$ cat src/include/ifcc_params.svh
// Constants for the float case classifier
`ifndef IFCC_PARAMS_SVH
`define IFCC_PARAMS_SVH

`define IFCC_WORD_WIDTH 32
`define IFCC_SIGN_POS 31
`define IFCC_EXP_MSB 30
`define IFCC_EXP_LSB 23
`define IFCC_EXP_WIDTH 8
`define IFCC_FRAC_MSB 22
`define IFCC_FRAC_WIDTH 23
`define IFCC_LOW_FRAC_MSB 21
`define IFCC_EXP_ALL_ONES 8'hff
`define IFCC_EXP_ALL_ZEROS 8'h00
`define IFCC_EXP_BIAS 8'h7f
`define IFCC_TARGET_ZERO_EXP 8'h80
`define IFCC_NAN_PULSE_HALF_CYCLES 3
`define IFCC_NAN_PULSE_CYCLES ((`IFCC_NAN_PULSE_HALF_CYCLES + 1) / 2)
`define IFCC_WORD_RESET 32'h0000_0000

`endif

$ cat src/include/ifcc_pkg.sv
// Types for the float case classifier
`include "ifcc_params.svh"

package ifcc_pkg;

	typedef struct packed {
		logic sign;
		logic [`IFCC_EXP_WIDTH-1:0] exponent;
		logic [`IFCC_FRAC_WIDTH-1:0] fraction;
	} ifcc_fields_s;

	typedef struct packed {
		logic not_number;
		logic pos_infinity;
		logic neg_infinity;
		logic pos_normal;
		logic neg_normal_frac;
		logic neg_normal_zero;
		logic pos_denorm_big;
		logic pos_denorm_small;
		logic neg_denorm_big;
		logic neg_denorm_small;
		logic zero;
	} ifcc_case_s;

	typedef struct packed {
		logic exponent_all_ones;
		logic exponent_all_zeros;
		logic low_fraction_zero;
	} ifcc_helper_s;

	typedef logic [`IFCC_EXP_WIDTH-1:0] ifcc_exp_t;

endpackage

$ cat src/design/ifcc_decode.sv
// Combinational case decode of one IEEE single word
`timescale 1ns/1ns
`include "ifcc_params.svh"

module ifcc_decode
	import ifcc_pkg::*;
(
	// Word under test
	input wire logic [`IFCC_WORD_WIDTH-1:0] word_in,
	// Decoded results
	output ifcc_fields_s fields_out,
	output ifcc_helper_s helper_out,
	output ifcc_case_s case_out
);

	wire logic s;
	wire logic f22;
	wire logic ones;
	wire logic zeros;
	wire logic lowz;
	wire logic mid;

	assign fields_out = '{
		sign: word_in[`IFCC_SIGN_POS],
		exponent: word_in[`IFCC_EXP_MSB:`IFCC_EXP_LSB],
		fraction: word_in[`IFCC_FRAC_MSB:0]
	};

	assign s = fields_out.sign;
	assign f22 = word_in[`IFCC_FRAC_MSB];
	assign ones = &fields_out.exponent;
	assign zeros = ~|fields_out.exponent;
	assign lowz = ~|word_in[`IFCC_LOW_FRAC_MSB:0];
	assign mid = ~zeros & ~ones;

	assign helper_out = '{
		exponent_all_ones: ones,
		exponent_all_zeros: zeros,
		low_fraction_zero: lowz
	};

	assign case_out = '{
		not_number: ones & (f22 | ~lowz),
		pos_infinity: ~s & ones & ~(f22 | ~lowz),
		neg_infinity: s & ones & ~(f22 | ~lowz),
		pos_normal: ~s & mid,
		neg_normal_frac: s & mid & (~lowz | f22),
		neg_normal_zero: s & mid & ~(~lowz | f22),
		pos_denorm_big: ~s & zeros & f22,
		pos_denorm_small: ~s & zeros & ~f22 & ~lowz,
		neg_denorm_big: s & zeros & f22 & ~lowz,
		neg_denorm_small: s & zeros & (f22 ^ ~lowz),
		zero: zeros & ~f22 & lowz
	};

endmodule // ifcc_decode

$ cat src/design/ifcc_top.sv
// Input classification stage of the IEEE to DSP float converter
// Operation
// - Only 32-bit single precision words handled
// - Bit 31 is sign, one negative
// - Bits 30..23 are biased unsigned exponent
// - Bits 22..0 are the fraction
// - Exponent 255: nonzero fraction NaN, else infinity
// - Mid exponents mean normalized, bias 127
// - Zero exponent, nonzero fraction means denormal
// - Target exponent and mantissa are two's complement
// - Target hidden bit is inverted sign
// - Target zero is exponent minus 128
// - Tiny denormals map to nearest target value
// - Derive all-ones, all-zeros, low-fraction-zero terms
// - Infinity flagged by sign with zero fraction
// - Positive normalized: sign clear, mid exponent
// - Negative normalized with nonzero fraction
// - Negative normalized with zero fraction
// - Positive denormal with fraction bit 22 set
// - Positive denormal, bit 22 clear, low nonzero
// - Negative denormal, bit 22 and low nonzero
// - Negative denormal, exactly one of those
// - Zero: zero exponent and zero fraction
// - NaN conversion pulses active-low interrupt
`timescale 1ns/1ns
`include "ifcc_params.svh"

module ifcc_top
	import ifcc_pkg::*;
#(
	parameter int WORD_WIDTH = `IFCC_WORD_WIDTH
)
(
	// Clock and reset
	input wire logic clk_in,
	input wire logic rst_n_in,
	// Pins from the buses
	input wire logic [WORD_WIDTH-1:0] memory_side_bus_in,
	input wire logic direction_in,
	input wire logic output_enable_n_in,
	// Classification results
	output logic convert_valid_out,
	output ifcc_case_s case_out,
	output ifcc_helper_s helper_out,
	output ifcc_fields_s fields_out,
	output logic target_zero_out,
	output ifcc_exp_t target_exponent_out,
	// Interrupt
	output logic not_number_irq_n_out
);

	localparam logic [1:0] PULSE_LAST = 2'(`IFCC_NAN_PULSE_CYCLES - 1);

	logic [WORD_WIDTH-1:0] bus_s1;
	logic [WORD_WIDTH-1:0] bus_s2;
	logic dir_s1;
	logic dir_s2;
	logic oe_n_s1;
	logic oe_n_s2;
	logic prev_nan_attempt;
	logic [1:0] pulse_cnt;

	wire ifcc_fields_s dec_fields;
	wire ifcc_helper_s dec_helper;
	wire ifcc_case_s dec_case;
	wire logic attempt;
	wire logic nan_attempt;
	wire logic nan_trigger;
	wire logic maps_to_zero;
	wire logic pulse_active;
	wire ifcc_exp_t next_target_exponent;
	wire logic [1:0] next_pulse_cnt;
	wire logic next_irq_n;

	// Pin synchronisers
	always_ff @(posedge clk_in or negedge rst_n_in) begin
		if (!rst_n_in) begin
			bus_s1 <= `IFCC_WORD_RESET;
			bus_s2 <= `IFCC_WORD_RESET;
			dir_s1 <= 1'b0;
			dir_s2 <= 1'b0;
			oe_n_s1 <= 1'b1;
			oe_n_s2 <= 1'b1;
		end else begin
			bus_s1 <= memory_side_bus_in;
			bus_s2 <= bus_s1;
			dir_s1 <= direction_in;
			dir_s2 <= dir_s1;
			oe_n_s1 <= output_enable_n_in;
			oe_n_s2 <= oe_n_s1;
		end
	end

	// Case decode of the full 32-bit word
	ifcc_decode u_decode (
		.word_in(bus_s2[`IFCC_WORD_WIDTH-1:0]),
		.fields_out(dec_fields),
		.helper_out(dec_helper),
		.case_out(dec_case)
	);

	assign attempt = dir_s2 & ~oe_n_s2;
	assign nan_attempt = attempt & dec_case.not_number;
	assign nan_trigger = nan_attempt & ~prev_nan_attempt;
	assign maps_to_zero = dec_case.pos_denorm_small | dec_case.neg_denorm_small
		| dec_case.zero;
	assign next_target_exponent = maps_to_zero ? `IFCC_TARGET_ZERO_EXP
		: dec_fields.exponent;
	assign pulse_active = pulse_cnt != 2'h0;
	assign next_pulse_cnt = nan_trigger ? PULSE_LAST
		: (pulse_active ? pulse_cnt - 2'h1 : 2'h0);
	assign next_irq_n = ~(nan_trigger | pulse_active);

	// Registered results
	always_ff @(posedge clk_in or negedge rst_n_in) begin
		if (!rst_n_in) begin
			convert_valid_out <= 1'b0;
			case_out <= '0;
			helper_out <= '0;
			fields_out <= '0;
			target_zero_out <= 1'b0;
			target_exponent_out <= `IFCC_EXP_ALL_ZEROS;
		end else begin
			convert_valid_out <= attempt;
			case_out <= dec_case;
			helper_out <= dec_helper;
			fields_out <= dec_fields;
			target_zero_out <= maps_to_zero;
			target_exponent_out <= next_target_exponent;
		end
	end

	// Not-a-number interrupt pulse
	always_ff @(posedge clk_in or negedge rst_n_in) begin
		if (!rst_n_in) begin
			prev_nan_attempt <= 1'b0;
			pulse_cnt <= 2'h0;
			not_number_irq_n_out <= 1'b1;
		end else begin
			prev_nan_attempt <= nan_attempt;
			pulse_cnt <= next_pulse_cnt;
			not_number_irq_n_out <= next_irq_n;
		end
	end

endmodule // ifcc_top

$ cat config.mk
export PLATFORM = sky130hd
export DESIGN_NAME = ifcc_top
export DESIGN_NICKNAME = d
export VERILOG_FILES = /design/src/include/ifcc_pkg.sv /design/src/design/ifcc_decode.sv /design/src/design/ifcc_top.sv
export VERILOG_INCLUDE_DIRS = /design/src /design/src/include
export SDC_FILE = /design/constraint.sdc
export NUM_CORES = 1
export LEC_CHECK = 0
export BUFFER_PORTS_ARGS = -buffer_cell sky130_fd_sc_hd__buf_2
export CAP_MARGIN = 15
export CORE_MARGIN = 4
export CORE_UTILIZATION = 35
export CTS_CLUSTER_SIZE = 28
export DETAILED_ROUTE_END_ITERATION = 12
export PLACE_DENSITY = 0.64
export SYNTH_ARGS = -nofsm -noshare
export SYNTH_HDL_FRONTEND = slang
export SYNTH_SLANG_ARGS = --single-unit
$ cat constraint.sdc
create_clock -name clk_in -period 3 [get_ports clk_in]
set_input_delay 0.15 -clock clk_in [delete_from_list [all_inputs] [get_ports clk_in]]
set_output_delay 0.15 -clock clk_in [all_outputs]
set_load 0.05 [all_outputs]
# --- After elaboration in Yosys (flattened, before gate mapping) ---
# Cells that the tools add are included.
# W data, S select, Z words.
op_classes:
  addsub: 1
  muxes: 3
  bitwise_logic: 35
  reduce_logical: 6
ops:
  columns: ["op", "n"]
  rows:
  - ["$and A1 B1 Y1", 23]
  - ["$reduce_or A22 Y1", 1]
  - ["$mux W8", 1]
  - ["$reduce_and A8 Y1", 1]
  - ["$reduce_or A8 Y1", 1]
  - ["$not A1 Y1", 7]
  - ["$mux W2", 2]
  - ["$or A1 B1 Y1", 4]
  - ["$logic_not A1 Y1", 2]
  - ["$reduce_bool A2 Y1", 1]
  - ["$sub A2 B1 Y2 const B", 1]
  - ["$xor A1 B1 Y1", 1]
word_totals:
  reg_bits: 128
  out_inout_bits: 57
  word_cells: 74

# --- Logic depth before layout (Yosys ltp) ---
logic_depth:
  depth_word: 8
  ltp_mapped: 7
  ltp_nobuf: 7

# --- Hierarchy ---
# A second synthesis with hierarchy kept.
hier_totals:
  cells_unflattened: 211
  hier_area_um2: 3816.2
by_module_without_submodules:
  columns: ["mod", "n_inst", "cells_each", "area_per_inst_um2", "seq_area_each_um2"]
  rows:
  - ["ifcc_top", 1, 145, 3323.2, 3206.8]
  - ["ifcc_decode", 1, 66, 493.0, 0.0]

# --- Worst setup path before layout ---
# OpenSTA, ideal clock, no wires.
synth_timing:
  kind: "flip-flop to flip-flop"
  startpoint: "register bus_s2[4]"
  endpoint: "register target_exponent_out[7]"
  setup_ns: 0.131
  arrival_time_ns: 1.951
  required_time_ns: 2.869
  setup_slack_ns: 0.918
  stages_incl_launch_ff: 5
  n_path_buf: 0
  synth_period_minus_slack_ns: 2.082
  path_cell_list: "dfrtp_1 or4_4 nor4_4 ha_1 o41a_2"
synth_rtl:
  columns: ["item", "line_no", "text"]
  rows:
  - ["start: declaration", "ifcc_top.sv:55", "logic [WORD_WIDTH-1:0] bus_s2;"]
  - ["start signal: assignment", "ifcc_top.sv:79", "bus_s2 <= `IFCC_WORD_RESET;"]
  - ["start signal: assignment", "ifcc_top.sv:86", "bus_s2 <= bus_s1;"]
  - ["$reduce_or A22 Y1", "ifcc_decode.sv:33", "assign lowz = ~|word_in[`IFCC_LOW_FRAC_MSB:0];"]
  - ["$logic_not A1 Y1", "ifcc_decode.sv:33", null]
  - ["named net u_decode.lowz", "ifcc_decode.sv:20", "wire logic lowz;"]
  - ["$and A1 B1 Y1", "ifcc_decode.sv:53", "zero: zeros & ~f22 & lowz"]
  - ["$or A1 B1 Y1", "ifcc_top.sv:106", "| dec_case.zero;"]
  - ["$mux W8", "ifcc_top.sv:107", "assign next_target_exponent = maps_to_zero ? `IFCC_TARGET_ZERO_EXP"]
  - ["named net next_target_exponent[7]", "ifcc_top.sv:71", "wire ifcc_exp_t next_target_exponent;"]
  - ["end signal: assignment", "ifcc_top.sv:122", "target_exponent_out <= `IFCC_EXP_ALL_ZEROS;"]
  - ["end signal: assignment", "ifcc_top.sv:129", "target_exponent_out <= next_target_exponent;"]
  - ["end: declaration", "ifcc_top.sv:47", "output ifcc_exp_t target_exponent_out,"]
# The timed path passes the listed nets, and every way through them passes these cells.

# --- Final worst setup path ---
layout_timing:
  startpoint: "register bus_s2[0]"
  endpoint: "register target_exponent_out[7]"
# Same word-level chain as after synthesis.

==> impl_metrics.yaml <==
status:
  status: "finished clean"
worst_setup_path:
  cp-start-kind: "flop"
  crit_fanout: 7
  slowest_stage: "o41a_2"
  cp-end-kind: "flop"
  max_stage_delay_ns: 0.45
  cp.arrival_ns: 2.60
  path_class: "reg2reg"
  worstPathRequired_ns: 3.37
  worstPathCellList: "nor4_1 -> nand4_1 -> nor4_4 -> ha_1 -> o41a_2"
clock_network:
  htree_levels: 4
  cts_tree: "built"
  cts.clk_slew.worst_paths_ns: 0.06
  clockBufferDepth: 2
  post_cts_buffers: 0
  clkLatencyLatePin_ns: 0.50
  clock-sinks: 128
  cts_buffers: 17
  clockRootBuffer: "clkbuf_8"
timing:
  fmax_ghz: 0.449
  worst_pin_slew_ns: 0.678
  fin_skew_ns: 0.00646
  rsz0062_at_grt: "no"
  hold_violations: 0
  period_share: 0.742
  fin_setup_tns_ns: 0
  holdWs_ns: 0.236
  slew_headroom: 0.548
  final-setup-viol-count: 0
  fin_crit_ns: 2.23
  setup_slack_ns: 0.774
  maxSlewViolCount: 0
layout:
  area_growth_pct: 43.7
  final_core_util: 0.517
  post_route_cells_drive_above_1_share: 0.389
  nets: 361
  antenna_cells: 0
floorplanning:
  fp-row-count: 36
  fp.dieH_um: 108
  fp.dieW_um: 108
  die_area_sq_um: 11700
  pin_count: 93
  core_sq_um: 9770
  initial_utilization: 0.360
worst_hold_path:
  hold_class: "in2async"
placed_design:
  hpwl_um: 3890
  portBuffers: 92
  dp_slack_ns: 0.687
  place_congestion: 0.774
grt:
  grt_pass1_vias: 1939
  globalRouteOverflowTotal: 0
  grt_pass1_wl_um: 9900
  antenna_found_initial: 0
  grt_max_degree: 59
  grt_usage: 0.115
logic_synthesis:
  avgSynthCellArea_sq_um: 19.2
  synthTopCellsByCount: "125 x dfrtp_1, 8 x clkbuf_1, 8 x nor4_1"
  ys_types: 21
  synthArstFlopShare: 1.00
  synthCells: 183
  synth_top_area_share: 0.890
  synth-main-ff-cell: "dfrtp_1"
  syn_area_sq_um: 3520
  synth_top_cell_by_area: "dfrtp_1"
  ys_ff_latch: 128
  synth-edff-count: 0
  synthTopCellsByArea: "dfrtp_1 89%, dfstp_2 2.2%, nor4_1 1.4%"
  yosysMostFrequentCell: "dfrtp_1"
  seq_area_frac_synth: 0.912
  synth_nets: 220
  yosys_warnings: 0
pwr:
  leakagePower_nw: 2.47
  finalPower_w: 0.00400
  power.density_nw_per_um2: 792
  ir_drop_v: 0.000357
routing:
  firstDrtPassIters: 4
  wl_per_cell_um: 12.9
  via_per_inst: 4.04
  drt_iter0_drc: 37
  drc: 0
  vias: 1898
  routed_wirelength_um: 6050
  ant_nets: 0
run:
  max_cap_viol_count: 0
[power by group]
group | leakage [nW] | internal [W] | switching [W]
clock | 0.276 | 0.00122 | 0.000697
sequential | 1.53 | 0.00181 | 0.0000302
combinational | 0.671 | 0.0000740 | 0.000172
total | 2.47 | 0.00310 | 0.000900
[cells in the final DEF (no fill, tap or decap), types with 3 or more instances in the layout]
cell type	count
clkbuf_1	4
nor4_1	8
clkinv_2	3
nand2_1	5
clkinv_4	3
dfrtp_1	125
nor3_1	4
nand4_1	3
nor2_1	7
buf_2	91
dlygate4sd3_1	35
buf_4	4
clkbuf_16	16
inv_1	6
dfstp_2	3
clkbuf_8	3
[layer usage]
layer  routed length [um]  GRT usage  part of all wire
met5                    0          0                 0
met4                  125     0.0595             0.021
met3                  504     0.0484             0.083
met2                 2890      0.171              0.48
met1                 2530      0.146              0.42
[path summary, 6_finish.rpt]
kind | from | end | slack, ns | depth (start not counted)
max | bus_s2[0] | target_exponent_out[7] | 0.77 | 5
max in group asynchronous | rst_n_in | oe_n_s2 | 1.91 | 3
min in group clk_in | memory_side_bus_in[1] | bus_s1[1] | 0.28 | 2
max reg2reg | bus_s2[0] | target_exponent_out[7] | 0.77 | 5
min | rst_n_in | bus_s2[23] | 0.24 | 2
min reg2reg | dir_s1 | dir_s2 | 0.35 | 0
[registers in the layout (all words and copies together) (netlist names)]
| name | flops |
|---|---|
| target_exponent_out | 8 |
| fields_out | 32 |
| oe_n_s2 | 1 |
| bus_s1 | 32 |
| oe_n_s1 | 1 |
| case_out | 11 |
| bus_s2 | 32 |
| prev_nan_attempt | 1 |
| pulse_cnt | 2 |
| target_zero_out | 1 |
| helper_out | 3 |
| dir_s1 | 1 |
| not_number_irq_n_out | 1 |
| convert_valid_out | 1 |
| dir_s2 | 1 |
[critical path: cells and delay by family, from the launching register on]
family,cells,cell delay (ns)
AND/OR/NAND/NOR,3,0.93
flip-flops,1,0.37
AO/OA/AOI/OAI,1,0.45
adder cells (fa/ha/maj),1,0.34
[repair_timing]
item                                   4_1_cts  5_1_grt
hold buffers                                35        0
endpoints found under the hold margin       89        0
resized for setup                            0        0
[per-stage QoR]
| stage | instances | cell area [sq um] |
|---|---|---|
| 2_1_floorplan | 183 | 3520 |
| 3_3_place_gp | 403 | 4140 |
| 3_5_place_dp | 403 | 4140 |
| 4_1_cts | 470 | 5050 |
| 5_1_grt | 470 | 5050 |
| 6_report | 470 | 5050 |
[kinds of logic after synthesis]
logic type	synth area share
compound gates	0.0132
flops	0.912
simple gates	0.0562
fa+ha+maj	0.00356
buf+inv	0.0149
[final cells by class]
cell class              instances  area, sq um
clock buffers                  23          457
flip-flops and latches        128         3210
inverters                       6         22.5
multi-input cells              41          256
clock inverters                 9          109
repair buffers                130          836
fillers                       803         4720
well taps                     133          166
(Power assumes the default switching activity.)
